--- src/verilog/relay_combiner_pkg.sv ---
// Constants, register map and carrier types for the relay output combiner.
// Assumes a 250 MHz system clock and a 10 ms timer resolution.
package relay_combiner_pkg;
    localparam int unsigned SLOTS         = 7;
    localparam int unsigned TIME_W        = 15;
    localparam int unsigned ADDR_W        = 8;
    localparam int unsigned DATA_W        = 32;
    // Timebase: settings count in 10 ms units, 0.00 .. 300.00 s
    localparam int unsigned CLOCK_PERIOD_NS = 4;
    localparam int unsigned TICK_PERIOD_NS  = 10_000_000;
    localparam int unsigned TICK_CYCLES     = TICK_PERIOD_NS / CLOCK_PERIOD_NS;
    localparam logic [TIME_W-1:0] TIME_MAX  = 15'h7530; // 300.00 s
    // Register byte addresses
    localparam logic [ADDR_W-1:0] CTRL_ADDR   = 8'h00;
    localparam logic [ADDR_W-1:0] HOLD_ADDR   = 8'h04;
    localparam logic [ADDR_W-1:0] OFFDLY_ADDR = 8'h08;
    localparam logic [ADDR_W-1:0] STATUS_ADDR = 8'h0C;
    // Control field positions
    localparam int unsigned SLOT_EN_LSB  = 0;
    localparam int unsigned SLOT_INV_LSB = 8;
    localparam int unsigned COLL_INV_BIT = 16;
    localparam int unsigned LATCH_BIT    = 17;
    localparam int unsigned CLOSED_BIT   = 18;
    localparam int unsigned ACK_EN_BIT   = 19;
    // Reset values: nothing assigned, no inversion, working-current
    localparam logic [SLOTS-1:0]  SLOT_EN_RST  = 7'h00;
    localparam logic [SLOTS-1:0]  SLOT_INV_RST = 7'h00;
    localparam logic [TIME_W-1:0] TIME_RST     = 15'h0000;

    typedef struct packed {
        logic             ack_en;
        logic             closed;
        logic             latched;
        logic             coll_inv;
        logic [SLOTS-1:0] slot_inv;
        logic [SLOTS-1:0] slot_en;
    } ctrl_t;

    localparam ctrl_t CTRL_RST = '{ack_en: 1'b0, closed: 1'b0,
        latched: 1'b0, coll_inv: 1'b0, slot_inv: SLOT_INV_RST,
        slot_en: SLOT_EN_RST};

    typedef struct packed {
        logic addr_ok;
        logic wr;
        logic rd;
    } bus_t;

    typedef enum logic [2:0] {
        ST_OFF  = 3'h1,
        ST_ON   = 3'h2,
        ST_WAIT = 3'h4
    } relay_state_t;
endpackage : relay_combiner_pkg

--- src/verilog/tick_timer.sv ---
// Down counter of timebase ticks, busy while time remains.
// Assumes tick is a one-cycle pulse from the same clock.
`timescale 1ns/1ns
`default_nettype none
module tick_timer
    import relay_combiner_pkg::*;
(
    input  wire logic              clock,
    input  wire logic              resetn,
    input  wire logic              ce,
    input  wire logic              tick,
    input  wire logic              load,
    input  wire logic [TIME_W-1:0] value,
    output logic                   busy
);
    logic [TIME_W:0] count_q;

    // One extra tick so a partial first tick never shortens the time
    always_ff @(posedge clock or negedge resetn) begin
        if (!resetn) begin
            count_q <= '0;
        end else if (ce) begin
            if (load) begin
                count_q <= (value == '0) ? '0 : {1'b0, value} + 16'h0001;
            end else if (tick && count_q != '0) begin
                count_q <= count_q - 16'h0001;
            end
        end
    end

    assign busy = (count_q != '0);
endmodule : tick_timer
`default_nettype wire

--- src/verilog/relay_output_combiner.sv ---
// One relay output channel: slot combiner, hold, off delay, latch, mode.
// Assumes slot and acknowledge signals come from logic on this clock.
`timescale 1ns/1ns
`default_nettype none
module relay_output_combiner
    import relay_combiner_pkg::*;
#(
    parameter int unsigned TICK_LEN = TICK_CYCLES
)
(
    input  wire logic              clock,
    input  wire logic              resetn,
    input  wire logic              ce,
    input  wire logic [SLOTS-1:0]  slot_in,
    input  wire logic              ack_in,
    input  wire logic [ADDR_W-1:0] addr,
    input  wire logic [DATA_W-1:0] wdata,
    input  wire logic              wr_stb,
    input  wire logic              rd_stb,
    output logic      [DATA_W-1:0] rdata,
    output logic                   relay_coil,
    output logic                   relay_output_channel
);
    ctrl_t             ctrl_q;
    logic [TIME_W-1:0] hold_q;
    logic [TIME_W-1:0] offdly_q;
    logic [DATA_W-1:0] rdata_q;
    logic [31:0]       presc_q;
    logic              tick_q;
    relay_state_t      state_q;
    relay_state_t      state_d;
    logic              latch_q;
    logic              coil_q;
    logic              active_q;
    logic              drive;
    logic              ack_eff;
    logic              demand;
    logic              pickup;
    logic              hold_busy;
    logic              off_busy;
    logic              hold_load;
    logic              off_load;
    logic              active_d;

    // Combiner: per-slot invert, then slot mask, then collective invert
    assign drive = (|(ctrl_q.slot_en
                      & (slot_in ^ ctrl_q.slot_inv)))
                   ^ ctrl_q.coll_inv;
    assign ack_eff = ack_in & ctrl_q.ack_en & ctrl_q.latched;
    assign demand  = drive | latch_q;

    // Register writes; times above 300.00 s are clipped
    always_ff @(posedge clock or negedge resetn) begin
        if (!resetn) begin
            ctrl_q   <= CTRL_RST;
            hold_q   <= TIME_RST;
            offdly_q <= TIME_RST;
        end else if (ce && wr_stb) begin
            if (addr == CTRL_ADDR) begin
                ctrl_q.slot_en  <= wdata[SLOT_EN_LSB +: SLOTS];
                ctrl_q.slot_inv <= wdata[SLOT_INV_LSB +: SLOTS];
                ctrl_q.coll_inv <= wdata[COLL_INV_BIT];
                ctrl_q.latched  <= wdata[LATCH_BIT];
                ctrl_q.closed   <= wdata[CLOSED_BIT];
                ctrl_q.ack_en   <= wdata[ACK_EN_BIT];
            end else if (addr == HOLD_ADDR) begin
                hold_q <= (wdata[TIME_W-1:0] > TIME_MAX) ? TIME_MAX
                                                         : wdata[TIME_W-1:0];
            end else if (addr == OFFDLY_ADDR) begin
                offdly_q <= (wdata[TIME_W-1:0] > TIME_MAX) ? TIME_MAX
                                                           : wdata[TIME_W-1:0];
            end
        end
    end

    // Read data stands in the cycle after the strobe only
    always_ff @(posedge clock or negedge resetn) begin
        if (!resetn) begin
            rdata_q <= '0;
        end else if (ce) begin
            rdata_q <= '0;
            if (rd_stb) begin
                if (addr == CTRL_ADDR) begin
                    rdata_q <= 32'(ctrl_q.ack_en) << ACK_EN_BIT
                             | 32'(ctrl_q.closed) << CLOSED_BIT
                             | 32'(ctrl_q.latched) << LATCH_BIT
                             | 32'(ctrl_q.coll_inv) << COLL_INV_BIT
                             | 32'(ctrl_q.slot_inv) << SLOT_INV_LSB
                             | 32'(ctrl_q.slot_en) << SLOT_EN_LSB;
                end else if (addr == HOLD_ADDR) begin
                    rdata_q <= 32'(hold_q);
                end else if (addr == OFFDLY_ADDR) begin
                    rdata_q <= 32'(offdly_q);
                end else if (addr == STATUS_ADDR) begin
                    rdata_q <= {26'h0, coil_q, off_busy, hold_busy,
                                latch_q, active_q, drive};
                end
            end
        end
    end

    // Timebase prescaler; a shorter length speeds up simulation
    always_ff @(posedge clock or negedge resetn) begin
        if (!resetn) begin
            presc_q <= '0;
            tick_q  <= 1'b0;
        end else if (ce) begin
            tick_q <= (presc_q == TICK_LEN - 1);
            if (presc_q == TICK_LEN - 1) begin
                presc_q <= '0;
            end else begin
                presc_q <= presc_q + 32'h0000_0001;
            end
        end
    end

    // Output state machine; changes wait for the hold timer
    always_comb begin
        state_d  = state_q;
        off_load = 1'b0;
        case (state_q)
            ST_OFF: begin
                if (demand && !hold_busy) begin
                    state_d = ST_ON;
                end
            end
            ST_ON: begin
                if (!demand) begin
                    if (offdly_q != '0) begin
                        state_d  = ST_WAIT;
                        off_load = 1'b1;
                    end else if (!hold_busy) begin
                        state_d = ST_OFF;
                    end
                end
            end
            ST_WAIT: begin
                if (demand) begin
                    state_d = ST_ON;
                end else if (!off_busy && !hold_busy) begin
                    state_d = ST_OFF;
                end
            end
            default: state_d = ST_OFF;
        endcase
    end

    assign active_d  = (state_d != ST_OFF);
    assign pickup    = (state_q == ST_OFF) && (state_d == ST_ON);
    assign hold_load = (active_d != active_q);

    always_ff @(posedge clock or negedge resetn) begin
        if (!resetn) begin
            state_q  <= ST_OFF;
            active_q <= 1'b0;
        end else if (ce) begin
            state_q  <= state_d;
            active_q <= active_d;
        end
    end

    // Latch: pickup sets, acknowledge clears, set wins
    always_ff @(posedge clock or negedge resetn) begin
        if (!resetn) begin
            latch_q <= 1'b0;
        end else if (ce) begin
            if (pickup && ctrl_q.latched) begin
                latch_q <= 1'b1;
            end else if (ack_eff || !ctrl_q.latched) begin
                latch_q <= 1'b0;
            end
        end
    end

    // Coil polarity follows the operating principle
    always_ff @(posedge clock or negedge resetn) begin
        if (!resetn) begin
            coil_q <= 1'b0;
        end else if (ce) begin
            coil_q <= active_d ^ ctrl_q.closed;
        end
    end

    tick_timer u_hold (
        .clock  (clock),
        .resetn (resetn),
        .ce     (ce),
        .tick   (tick_q),
        .load   (hold_load),
        .value  (hold_q),
        .busy   (hold_busy)
    );

    tick_timer u_off (
        .clock  (clock),
        .resetn (resetn),
        .ce     (ce),
        .tick   (tick_q),
        .load   (off_load),
        .value  (offdly_q),
        .busy   (off_busy)
    );

    assign rdata                = rdata_q;
    assign relay_coil           = coil_q;
    assign relay_output_channel = active_q;
endmodule : relay_output_combiner
`default_nettype wire

--- config.mk ---
export PLATFORM = sky130hd
export DESIGN_NAME = relay_output_combiner
export DESIGN_NICKNAME = d
export VERILOG_FILES = /design/src/verilog/relay_combiner_pkg.sv /design/src/verilog/tick_timer.sv /design/src/verilog/relay_output_combiner.sv
export SDC_FILE = /design/constraint.sdc
export NUM_CORES = 1
export LEC_CHECK = 0
export BUFFER_PORTS_ARGS = -buffer_cell sky130_fd_sc_hd__buf_2
export CORE_MARGIN = 1
export CORE_UTILIZATION = 64
export DETAILED_ROUTE_END_ITERATION = 10
export GPL_TIMING_DRIVEN = 0
export PLACE_DENSITY = 0.86
export SLEW_MARGIN = 25
export SYNTH_ARGS = -nofsm -noshare
export SYNTH_HDL_FRONTEND = slang
export SYNTH_HIERARCHICAL = 1
export SYNTH_SLANG_ARGS = --single-unit
--- constraint.sdc ---
create_clock -name clock -period 7.5 [get_ports clock]
set_input_delay 1.5 -clock clock [delete_from_list [all_inputs] [get_ports clock]]
set_output_delay 1.5 -clock clock [all_outputs]
set_load 0.005 [all_outputs]
==> run metrics, run 1 <==
status finished clean; Area Overhead vs Synth 15.4%; Clock Skews 8.00 ps; setup TNS 0 ps; Root Driver clkbuf_16; nets 1,052; Max Buffers Root-to-Sink 2; post-synth cell types 71; syn avg cell area 9.07 um^2; Max Clk Rate 0.201 GHz; Post-Synth Simple-Gate Area 24.6%; WP data arrival 5290 ps; hold wc startpoint rdata[18]$_DFFE_PN0P_; Post-Synth XOR/XNOR Area 6.75%; routed length per instance 18.8 um; total power 1.90 mW; die area 0.0132 mm^2; list of most frequent post-synthesis cells dfrtp_1, nand2_1, nor2_1; RSZ-0062 raised after global routing no; Initial Utilization 66.9%; Synth Area in Compound Gates 16.0%; R2R Path End u_hold/count_q[10]$_DFFE_PN0P_; Hold WC Path Type register to register; utilization after layout 77.2%; Clock transition at path regs 60 ps; register area share after synthesis 42.3%; GRT Util Overall 35.7%; drt via density 6.37; Setup WS pre-CTS 2360 ps; Worst Setup End Kind register; mux cell area share after synthesis 4.35%; DP HPWL 15.1 mm; Critical R2R Launch u_hold/count_q[0]$_DFFE_PN0P_; final wirelength 22.1 mm; IR drop worst, VDD 192 uV; WHS Endpoint rdata[18]$_DFFE_PN0P_; number of buffers created by CTS 17; routed via count 7,468; Critical Path Max Stage Delay 650 ps; Overflow after GRT 0; WHS Path Cells 1; Adder-Cell Fraction of Synth Area 1.07%; crit path max fanout 10; initial antenna violation count 0; EDFF count, synth 0; crit path setup slack, layout 2520 ps; FP Rows 40; most used flip-flop cell after synthesis dfrtp_1; First-pass DRT Iterations 6; Area after DPL 0.00877 mm^2; post-synth top area cell dfrtp_1; Cell Pwr Density 202 mW/mm^2; number of top-level pins 87; max_cap viols 0; antenna-violating nets left 0; final worst-path cycle share 66.4%; worst hold margin 496 ps; most frequent cell after synthesis dfrtp_1; CTS Hold Bufs 0; fraction of layout cells with a size suffix above 1 17.0%; min cycle time layout 4980 ps; Yosys warning total 6; clk sinks 138; vias in the first global route 7,217; Core ar. 0.0122 mm^2; DRC 0; post-route cell area 0.00943 mm^2; Synth async-reset ratio 100%; R2R depth 14; top cells by area, synth dfrtp_1, nand2_1, xnor2_1; Synth Register Bits 138; CTS tree built; starting DRC count in detailed routing 762; Slew HR 51.0%; die span in x 115 um; CTS resizes 0; crit path kind register to register; post-CTS setup buffer count 0; dpl cells 1,141; crit path cell chain inv_1 -> ha_1 -> or4b_4 -> or4_4 -> nor3b_1 -> a21oi_1 -> o22ai_1 -> o21a_1 -> xor2_1 -> clkbuf_1 -> o21ai_0 -> a21oi_1 -> o211ai_1 -> a22o_1; Slew Limit Fails 0; Worst setup SP type register; Synth Cell Area 0.00818 mm^2; first-pass GRT wire length 36.2 mm; input/output buffers 59; largest net degree at the start of global routing 88; leak pwr 4.14 nW; Worst Tran Pin Value 736 ps; Final Hold Viols 0; Skew-Pair Late Insertion Delay 430 ps; Synth Instances 901; Inserted Diodes 0; number of H-tree levels 4; R2R setup slack 2520 ps; largest family of logic cells by synthesized area simple AND/OR/NAND/NOR gates; CP most frequent cell a21oi_1; share of the synthesized area in the top cell type 41.9%; Die Y 115 um; Final GP Congestion 0.936; Final Non-Filler Cells 1,173; Final setup viols 0; Data required, critical path 7810 ps; slowest CP cell or4_4
-- layout by cell type, fill, tap and decap left out, drive strengths merged, types with 22 or more instances in the layout --
cell type	netlist	layout
nand2	114	114
inv	45	49
nand3	34	34
nor3	27	27
a21oi	38	38
xor2	26	26
dfrtp	137	137
xnor2	37	37
buf	19	79
clkbuf	24	44
nor4	22	22
o21ai	57	57
nor2	76	76
-- cell families after synthesis --
group           count (synthesis)
compound gates                184
other cells                     1
simple gates                  386
flops                         138
mux                            33
xor+xnor                       63
buf+inv                        89
fa+ha+maj                       7
-- worst max path at each step --
stage | startpoint | end | depth (start not counted)
detailed placement | slot_in[4] | u_hold/count_q[10]$_DFFE_PN0P_ | 12
finish | u_hold/count_q[0]$_DFFE_PN0P_ | u_hold/count_q[10]$_DFFE_PN0P_ | 14
floorplan | slot_in[4] | u_hold/count_q[5]$_DFFE_PN0P_ | 11
CTS | slot_in[4] | u_hold/count_q[10]$_DFFE_PN0P_ | 12
global placement | slot_in[4] | u_hold/count_q[10]$_DFFE_PN0P_ | 12
global route | u_hold/count_q[0]$_DFFE_PN0P_ | u_hold/count_q[10]$_DFFE_PN0P_ | 14
-- state kept, by name (all words and copies together) (netlist names), 3 cells and up --
name / count
u_hold/count_q: 16
ctrl_q: 18
u_off/count_q: 16
state_q: 3
rdata: 19
hold_q: 15
presc_q: 32
offdly_q: 15
-- power by group --
part / internal, mW / switching [mW]
clock: 0.613 / 0.341
sequential: 0.770 / 0.0326
combinational: 0.0599 / 0.0872
-- layout make-up --
class	instances	area [um^2]
buffer	43	229
tap	168	210
multi-input combinational	686	4370
sequential	138	3450
clock buffer	20	457
timing repair buffer	60	333
inverter	46	173
clock inverter	12	208
fill	867	2780
-- worst max-delay path, delay by kind of cell, from the launching register on --
family / cells / cell delay [ps]
buf+inv: 2 / 550
fa+ha+maj: 1 / 190
compound gates: 7 / 1870
flops: 1 / 430
simple gates: 3 / 1520
xor+xnor: 1 / 290
-- routing by layer --
layer  vias to the layer above  global-route usage (%)  part of all wire [%]
met5                         -                       0                     0
met4                         0                    14.8                   2.9
met3                        63                    9.49                   9.4
met2                       421                    54.8                    46
met1                      3553                    48.1                    42
li1                       3431                       -                     -
Note: power is estimated with default switching activity, not from simulation.
==> inputs of run 2 (changes only) <==
--- a/config.mk
+++ b/config.mk
@@ -7,10 +7,10 @@
 export LEC_CHECK = 0
 export BUFFER_PORTS_ARGS = -buffer_cell sky130_fd_sc_hd__buf_2
 export CORE_MARGIN = 1
-export CORE_UTILIZATION = 64
+export CORE_UTILIZATION = 54
 export DETAILED_ROUTE_END_ITERATION = 10
 export GPL_TIMING_DRIVEN = 0
-export PLACE_DENSITY = 0.86
+export PLACE_DENSITY = 0.77
 export SLEW_MARGIN = 25
 export SYNTH_ARGS = -nofsm -noshare
 export SYNTH_HDL_FRONTEND = slang
==> constraint.sdc (replaced) <==
create_clock -name clock -period 4.35 [get_ports clock]
set_input_delay 0.87 -clock clock [delete_from_list [all_inputs] [get_ports clock]]
set_output_delay 0.87 -clock clock [all_outputs]
set_load 0.005 [all_outputs]
==> run 2 against run 1 <==
  * Maximum frequency grew 19%
  * Register-to-register slack lost 2300 ps
  * Routed wire length shrank 1.3%
  * Clock skew grew 2.8 ps
  * Worst setup slack lost 2300 ps
  * Utilization shrank 13 points
  * Design area shrank 0.37%
  * The run now ends with DRC left
  * Global-route usage shrank 6.5 points
  * Largest power group unchanged
  * Combinational power grew 72%
  * Largest cell class unchanged
  * First-iteration DRC count shrank 2.9%
  * Worst hold slack lost 170 ps
  * Via count shrank 2.3%
==> run metrics, run 2 (synthesis results as in run 1) <==
CP bufs+invs 2; min cycle time layout 4170 ps; Cell Pwr Density 325 mW/mm^2; setup TNS 0 ps; max reg flops 32; Data required, critical path 4710 ps; die span in x 125 um; R2R depth 13; GRT Util Overall 29.2%; number of top-level pins 87; RSZ-0062 raised after global routing no; Area Overhead vs Synth 15.0%; WP depth 13; crit path cell chain inv_1 -> ha_1 -> or4b_4 -> or4_4 -> or3_1 -> and2_1 -> o21a_1 -> xor2_2 -> buf_4 -> o21ai_1 -> a21o_2 -> or4_1 -> nand3_1; routed via count 7,293; Max Clk Rate 0.240 GHz; Worst Tran Pin Value 735 ps; final worst-path cycle share 95.9%; R2R Path End u_hold/count_q[5]$_DFFE_PN0P_; Final GP Congestion 0.985; final wirelength 21.8 mm; nets 1,052; starting DRC count in detailed routing 740; initial antenna violation count 0; Final Hold Viols 0; max_cap viols 0; Overflow after GRT 0; Final setup viols 0; first-pass GRT wire length 36.0 mm; DP HPWL 15.6 mm; Initial Utilization 55.8%; Inserted Diodes 0; Worst setup SP type register; Slew Limit Fails 0; routed length per instance 18.3 um; First-pass DRT Iterations 8; CTS Hold Bufs 0; R2R setup slack 180 ps; slowest CP cell or4_4; Worst Setup End Kind register; antenna-violating nets left 0; fraction of layout cells with a size suffix above 1 17.8%; Die Y 125 um; input/output buffers 59; number of H-tree levels 4; WP data arrival 4540 ps; vias in the first global route 6,965; IR drop worst, VDD 266 uV; post-route cell area 0.00940 mm^2; Fill cells 1,199; Hold WC Path Type input pin to async pin; utilization after layout 64.2%; CTS tree built; total power 3.06 mW; crit path max fanout 10; crit path kind register to register; FP Rows 44; Max Buffers Root-to-Sink 2; commonest non-fill, non-tap cells in the layout dfrtp_1, nand2_1, nor2_1; Core ar. 0.0146 mm^2; Root Driver clkbuf_16; status finished with violations; top register by number of flip-flops presc_q; clk sinks 138; number of buffers created by CTS 17; leak pwr 4.11 nW; failing checks DRC; largest net degree at the start of global routing 95; die area 0.0156 mm^2; multi-input logic area 0.00441 mm^2; delay-heaviest family, CP simple AND/OR/NAND/NOR gates; Seq. cell area 0.00345 mm^2; Critical R2R Launch u_hold/count_q[0]$_DFFE_PN0P_; Clock transition at path regs 60 ps; Skew-Pair Late Insertion Delay 430 ps; Clock Skews 10.8 ps; drt via density 6.13; DRC 2; Slew HR 51.0%; Area after DPL 0.00879 mm^2; Critical Path Max Stage Delay 560 ps; commonest non-fill, non-tap cell in the layout dfrtp_1
-- run 2: final cells by class --
type	instances	share of cell area, %
multi-input combinational	687	46.9
sequential	138	36.8
clock buffer	18	4.67
timing repair buffer	60	3.54
tap	184	2.45
buffer	42	2.44
inverter	46	1.84
clock inverter	14	1.42
-- run 2: what timing repair did --
action	in CTS	in global routing
setup buffers	0	0
hold endpoints to repair	0	0
setup endpoints to repair	14	12
gates cloned	0	1
gates resized for setup	6	4
pin swaps	0	1
-- run 2: worst max path at each step --
stage / startpoint / endpoint / slack (ps)
final: u_hold/count_q[0]$_DFFE_PN0P_ / u_hold/count_q[5]$_DFFE_PN0P_ / 180
after global routing: u_hold/count_q[0]$_DFFE_PN0P_ / u_hold/count_q[5]$_DFFE_PN0P_ / 50
after CTS: u_hold/count_q[0]$_DFFE_PN0P_ / u_hold/count_q[5]$_DFFE_PN0P_ / 20
after detailed placement: u_hold/count_q[0]$_DFFE_PN0P_ / u_hold/count_q[10]$_DFFE_PN0P_ / -430
after global placement: u_hold/count_q[0]$_DFFE_PN0P_ / u_hold/count_q[10]$_DFFE_PN0P_ / -440
after floorplan: u_hold/count_q[0]$_DFFE_PN0P_ / u_hold/count_q[5]$_DFFE_PN0P_ / 390
-- run 2: report_power, final --
group          internal [mW]  total, mW  switching, mW
logic                  0.104      0.253          0.150
registers               1.33       1.38         0.0536
clock network          0.814       1.42          0.610
-- run 2: routing by layer --
metal | part of all wire, % | wire, um | up-vias | GRT usage, %
li1 | - | - | 3435 | -
met1 | 45 | 9700 | 3466 | 39.8
met2 | 46 | 9930 | 330 | 46.7
met3 | 7.3 | 1600 | 62 | 5.69
met4 | 2.6 | 563 | 0 | 9.83
met5 | 0 | 0 | - | 0
-- run 2: stage by stage --
stage | std cells | hold WS (ps) | worst slack, ps
6_report | 1189 | 326 | 178
5_1_grt | 1189 | 342 | 47.5
4_1_cts | 1189 | 334 | 16.3
3_5_place_dp | 1157 | 465 | -430
3_3_place_gp | 1156 | 454 | -444
2_1_floorplan | 913 | 438 | 388
==> inputs of run 3 (changes only) <==
--- a/config.mk
+++ b/config.mk
@@ -10,7 +10,7 @@
 export CORE_UTILIZATION = 54
 export DETAILED_ROUTE_END_ITERATION = 10
 export GPL_TIMING_DRIVEN = 0
-export PLACE_DENSITY = 0.77
+export PLACE_DENSITY = 0.85
 export SLEW_MARGIN = 25
 export SYNTH_ARGS = -nofsm -noshare
 export SYNTH_HDL_FRONTEND = slang
==> run 3 against run 2 <==
  * The run still ends with DRC left
  * Power up 3.3%
  * Via count up 2.2%
  * Combinational power about the same
  * Maximum frequency down 0.38%
  * Worst setup slack worse by 16 ps
  * Worst hold slack gained 6.7 ps
  * Flip-flop and latch count did not move
  * Design area increased by 0.68%
  * Routed wire length grew 1.4%
  * Global-route usage rose by 0.057 points
  * Utilization up 0.44 points
  * Clock skew is 3.6 ps lower
  * Critical endpoint unchanged
  * Highest routed layer unchanged
==> run metrics, run 3 (synthesis results as in run 1) <==
status finished with violations; failing checks DRC; Setup WS pre-CTS -483 ps; Hold WC Path Type input pin to async pin; Skew-Pair Late Insertion Delay 420 ps; delay-heaviest family, CP simple AND/OR/NAND/NOR gates; Slew HR 51.1%; input/output buffers 59; number of top-level pins 87; routed length per instance 18.5 um; max_cap viols 0; post-route cell area 0.00946 mm^2; Area after DPL 0.00879 mm^2; Critical Path Max Stage Delay 530 ps; die area 0.0156 mm^2; fraction of layout cells with a size suffix above 1 17.8%; CTS tree built; Final Hold Viols 0; Seq. cell area 0.00345 mm^2; commonest non-fill, non-tap cell in the layout dfrtp_1; final worst-path cycle share 96.3%; Initial Utilization 55.8%; routed via count 7,454; Clock transition at path regs 60 ps; number of buffers created by CTS 17; Overflow after GRT 0; Clock Skews 7.17 ps; max reg flops 32; crit path setup slack, layout 162 ps; WP data arrival 4540 ps; number of H-tree levels 4; GRT Util Overall 29.2%; DRC 6; largest net degree at the start of global routing 97; first-pass GRT wire length 36.5 mm; drt via density 6.25; Worst Tran Pin Value 729 ps; RSZ-0062 raised after global routing no; initial antenna violation count 0; min cycle time layout 4190 ps; leak pwr 4.14 nW; Final setup viols 0; First-pass DRT Iterations 9; nets 1,055; Root Driver clkbuf_16; crit path kind register to register; crit path max fanout 10; clk sinks 138; starting DRC count in detailed routing 769; FP Rows 44; top register by number of flip-flops presc_q; Final GP Congestion 0.994; slowest CP cell or4b_4; Worst setup SP type register; Die Y 125 um; Inserted Diodes 0; CP bufs+invs 2; Fill cells 1,162; Slew Limit Fails 0; Max Buffers Root-to-Sink 2; Area Overhead vs Synth 15.7%; Max Clk Rate 0.239 GHz; crit path cell chain inv_1 -> ha_1 -> or4b_4 -> or4_4 -> or3_1 -> and2_1 -> o21a_1 -> xor2_2 -> buf_4 -> o21ai_1 -> a21o_2 -> or4_1 -> nand3_1; commonest non-fill, non-tap cells in the layout dfrtp_1, nand2_1, nor2_1; Data required, critical path 4710 ps; Cell Pwr Density 334 mW/mm^2; CTS Hold Bufs 0; Core ar. 0.0146 mm^2; die span in x 125 um; antenna-violating nets left 0; IR drop worst, VDD 330 uV; vias in the first global route 7,112; DP HPWL 15.3 mm; final wirelength 22.1 mm; multi-input logic area 0.00440 mm^2; Worst Setup End Kind register
run 3: layout make-up:
| class | count | area share, % |
|---|---|---|
| well taps | 184 | 2.43 |
| clock inverters | 11 | 1.68 |
| flip-flops and latches | 138 | 36.5 |
| inverters | 46 | 1.82 |
| multi-input cells | 687 | 46.5 |
| clock buffers | 21 | 4.87 |
| plain buffers | 42 | 2.42 |
| repair buffers | 63 | 3.76 |
run 3: layer usage:
layer / global-route usage, % / share of wire (%) / wire length, um / up-vias
li1: - / - / - / 3426
met1: 40.1 / 43 / 9530 / 3569
met2: 46.7 / 46 / 10200 / 401
met3: 4.54 / 7.9 / 1750 / 58
met4: 11.5 / 2.8 / 629 / 0
met5: 0 / 0 / 0 / -
run 3: timing repair:
| item | 4_1_cts | 5_1_grt |
|---|---|---|
| setup buffers | 0 | 3 |
| pin swaps | 0 | 1 |
| gates cloned | 0 | 1 |
| resized for setup | 6 | 3 |
| setup endpoints to repair | 14 | 14 |
run 3: worst paths after layout:
kind                                               start                            end  slack, ps  depth (start not counted)
setup / recovery           u_hold/count_q[0]$_DFFE_PN0P_  u_hold/count_q[5]$_DFFE_PN0P_        160                         13
hold / removal                                    resetn  u_hold/count_q[4]$_DFFE_PN0P_        330                          1
setup reg to reg           u_hold/count_q[0]$_DFFE_PN0P_  u_hold/count_q[5]$_DFFE_PN0P_        160                         13
hold reg to reg                   presc_q[4]$_DFFE_PN0P_         presc_q[4]$_DFFE_PN0P_        470                          1
max in group asynchronous                         resetn         state_q[0]$_DFFE_PN1P_       3230                          2
min in group clock                presc_q[4]$_DFFE_PN0P_         presc_q[4]$_DFFE_PN0P_        470                          1
run 3: report_power, final:
part	internal, mW	total, mW	switching [mW]
clock	0.941	1.52	0.580
sequential	1.33	1.38	0.0553
combinational	0.104	0.254	0.151
run 3: per-stage QoR:
step / cells / hold WS (ps) / setup TNS (ps) / util [%] / power (mW)
after floorplan: 913 / 438 / 0 / - / 1.54
after global placement: 1156 / 453 / -2640 / 59.7 / 1.64
after detailed placement: 1157 / 456 / -3530 / 60.0 / 1.65
after CTS: 1189 / 345 / 0 / 64.4 / 3.16
after global routing: 1192 / 353 / 0 / 64.6 / 3.26
final: 1192 / 333 / 0 / 64.6 / 3.16
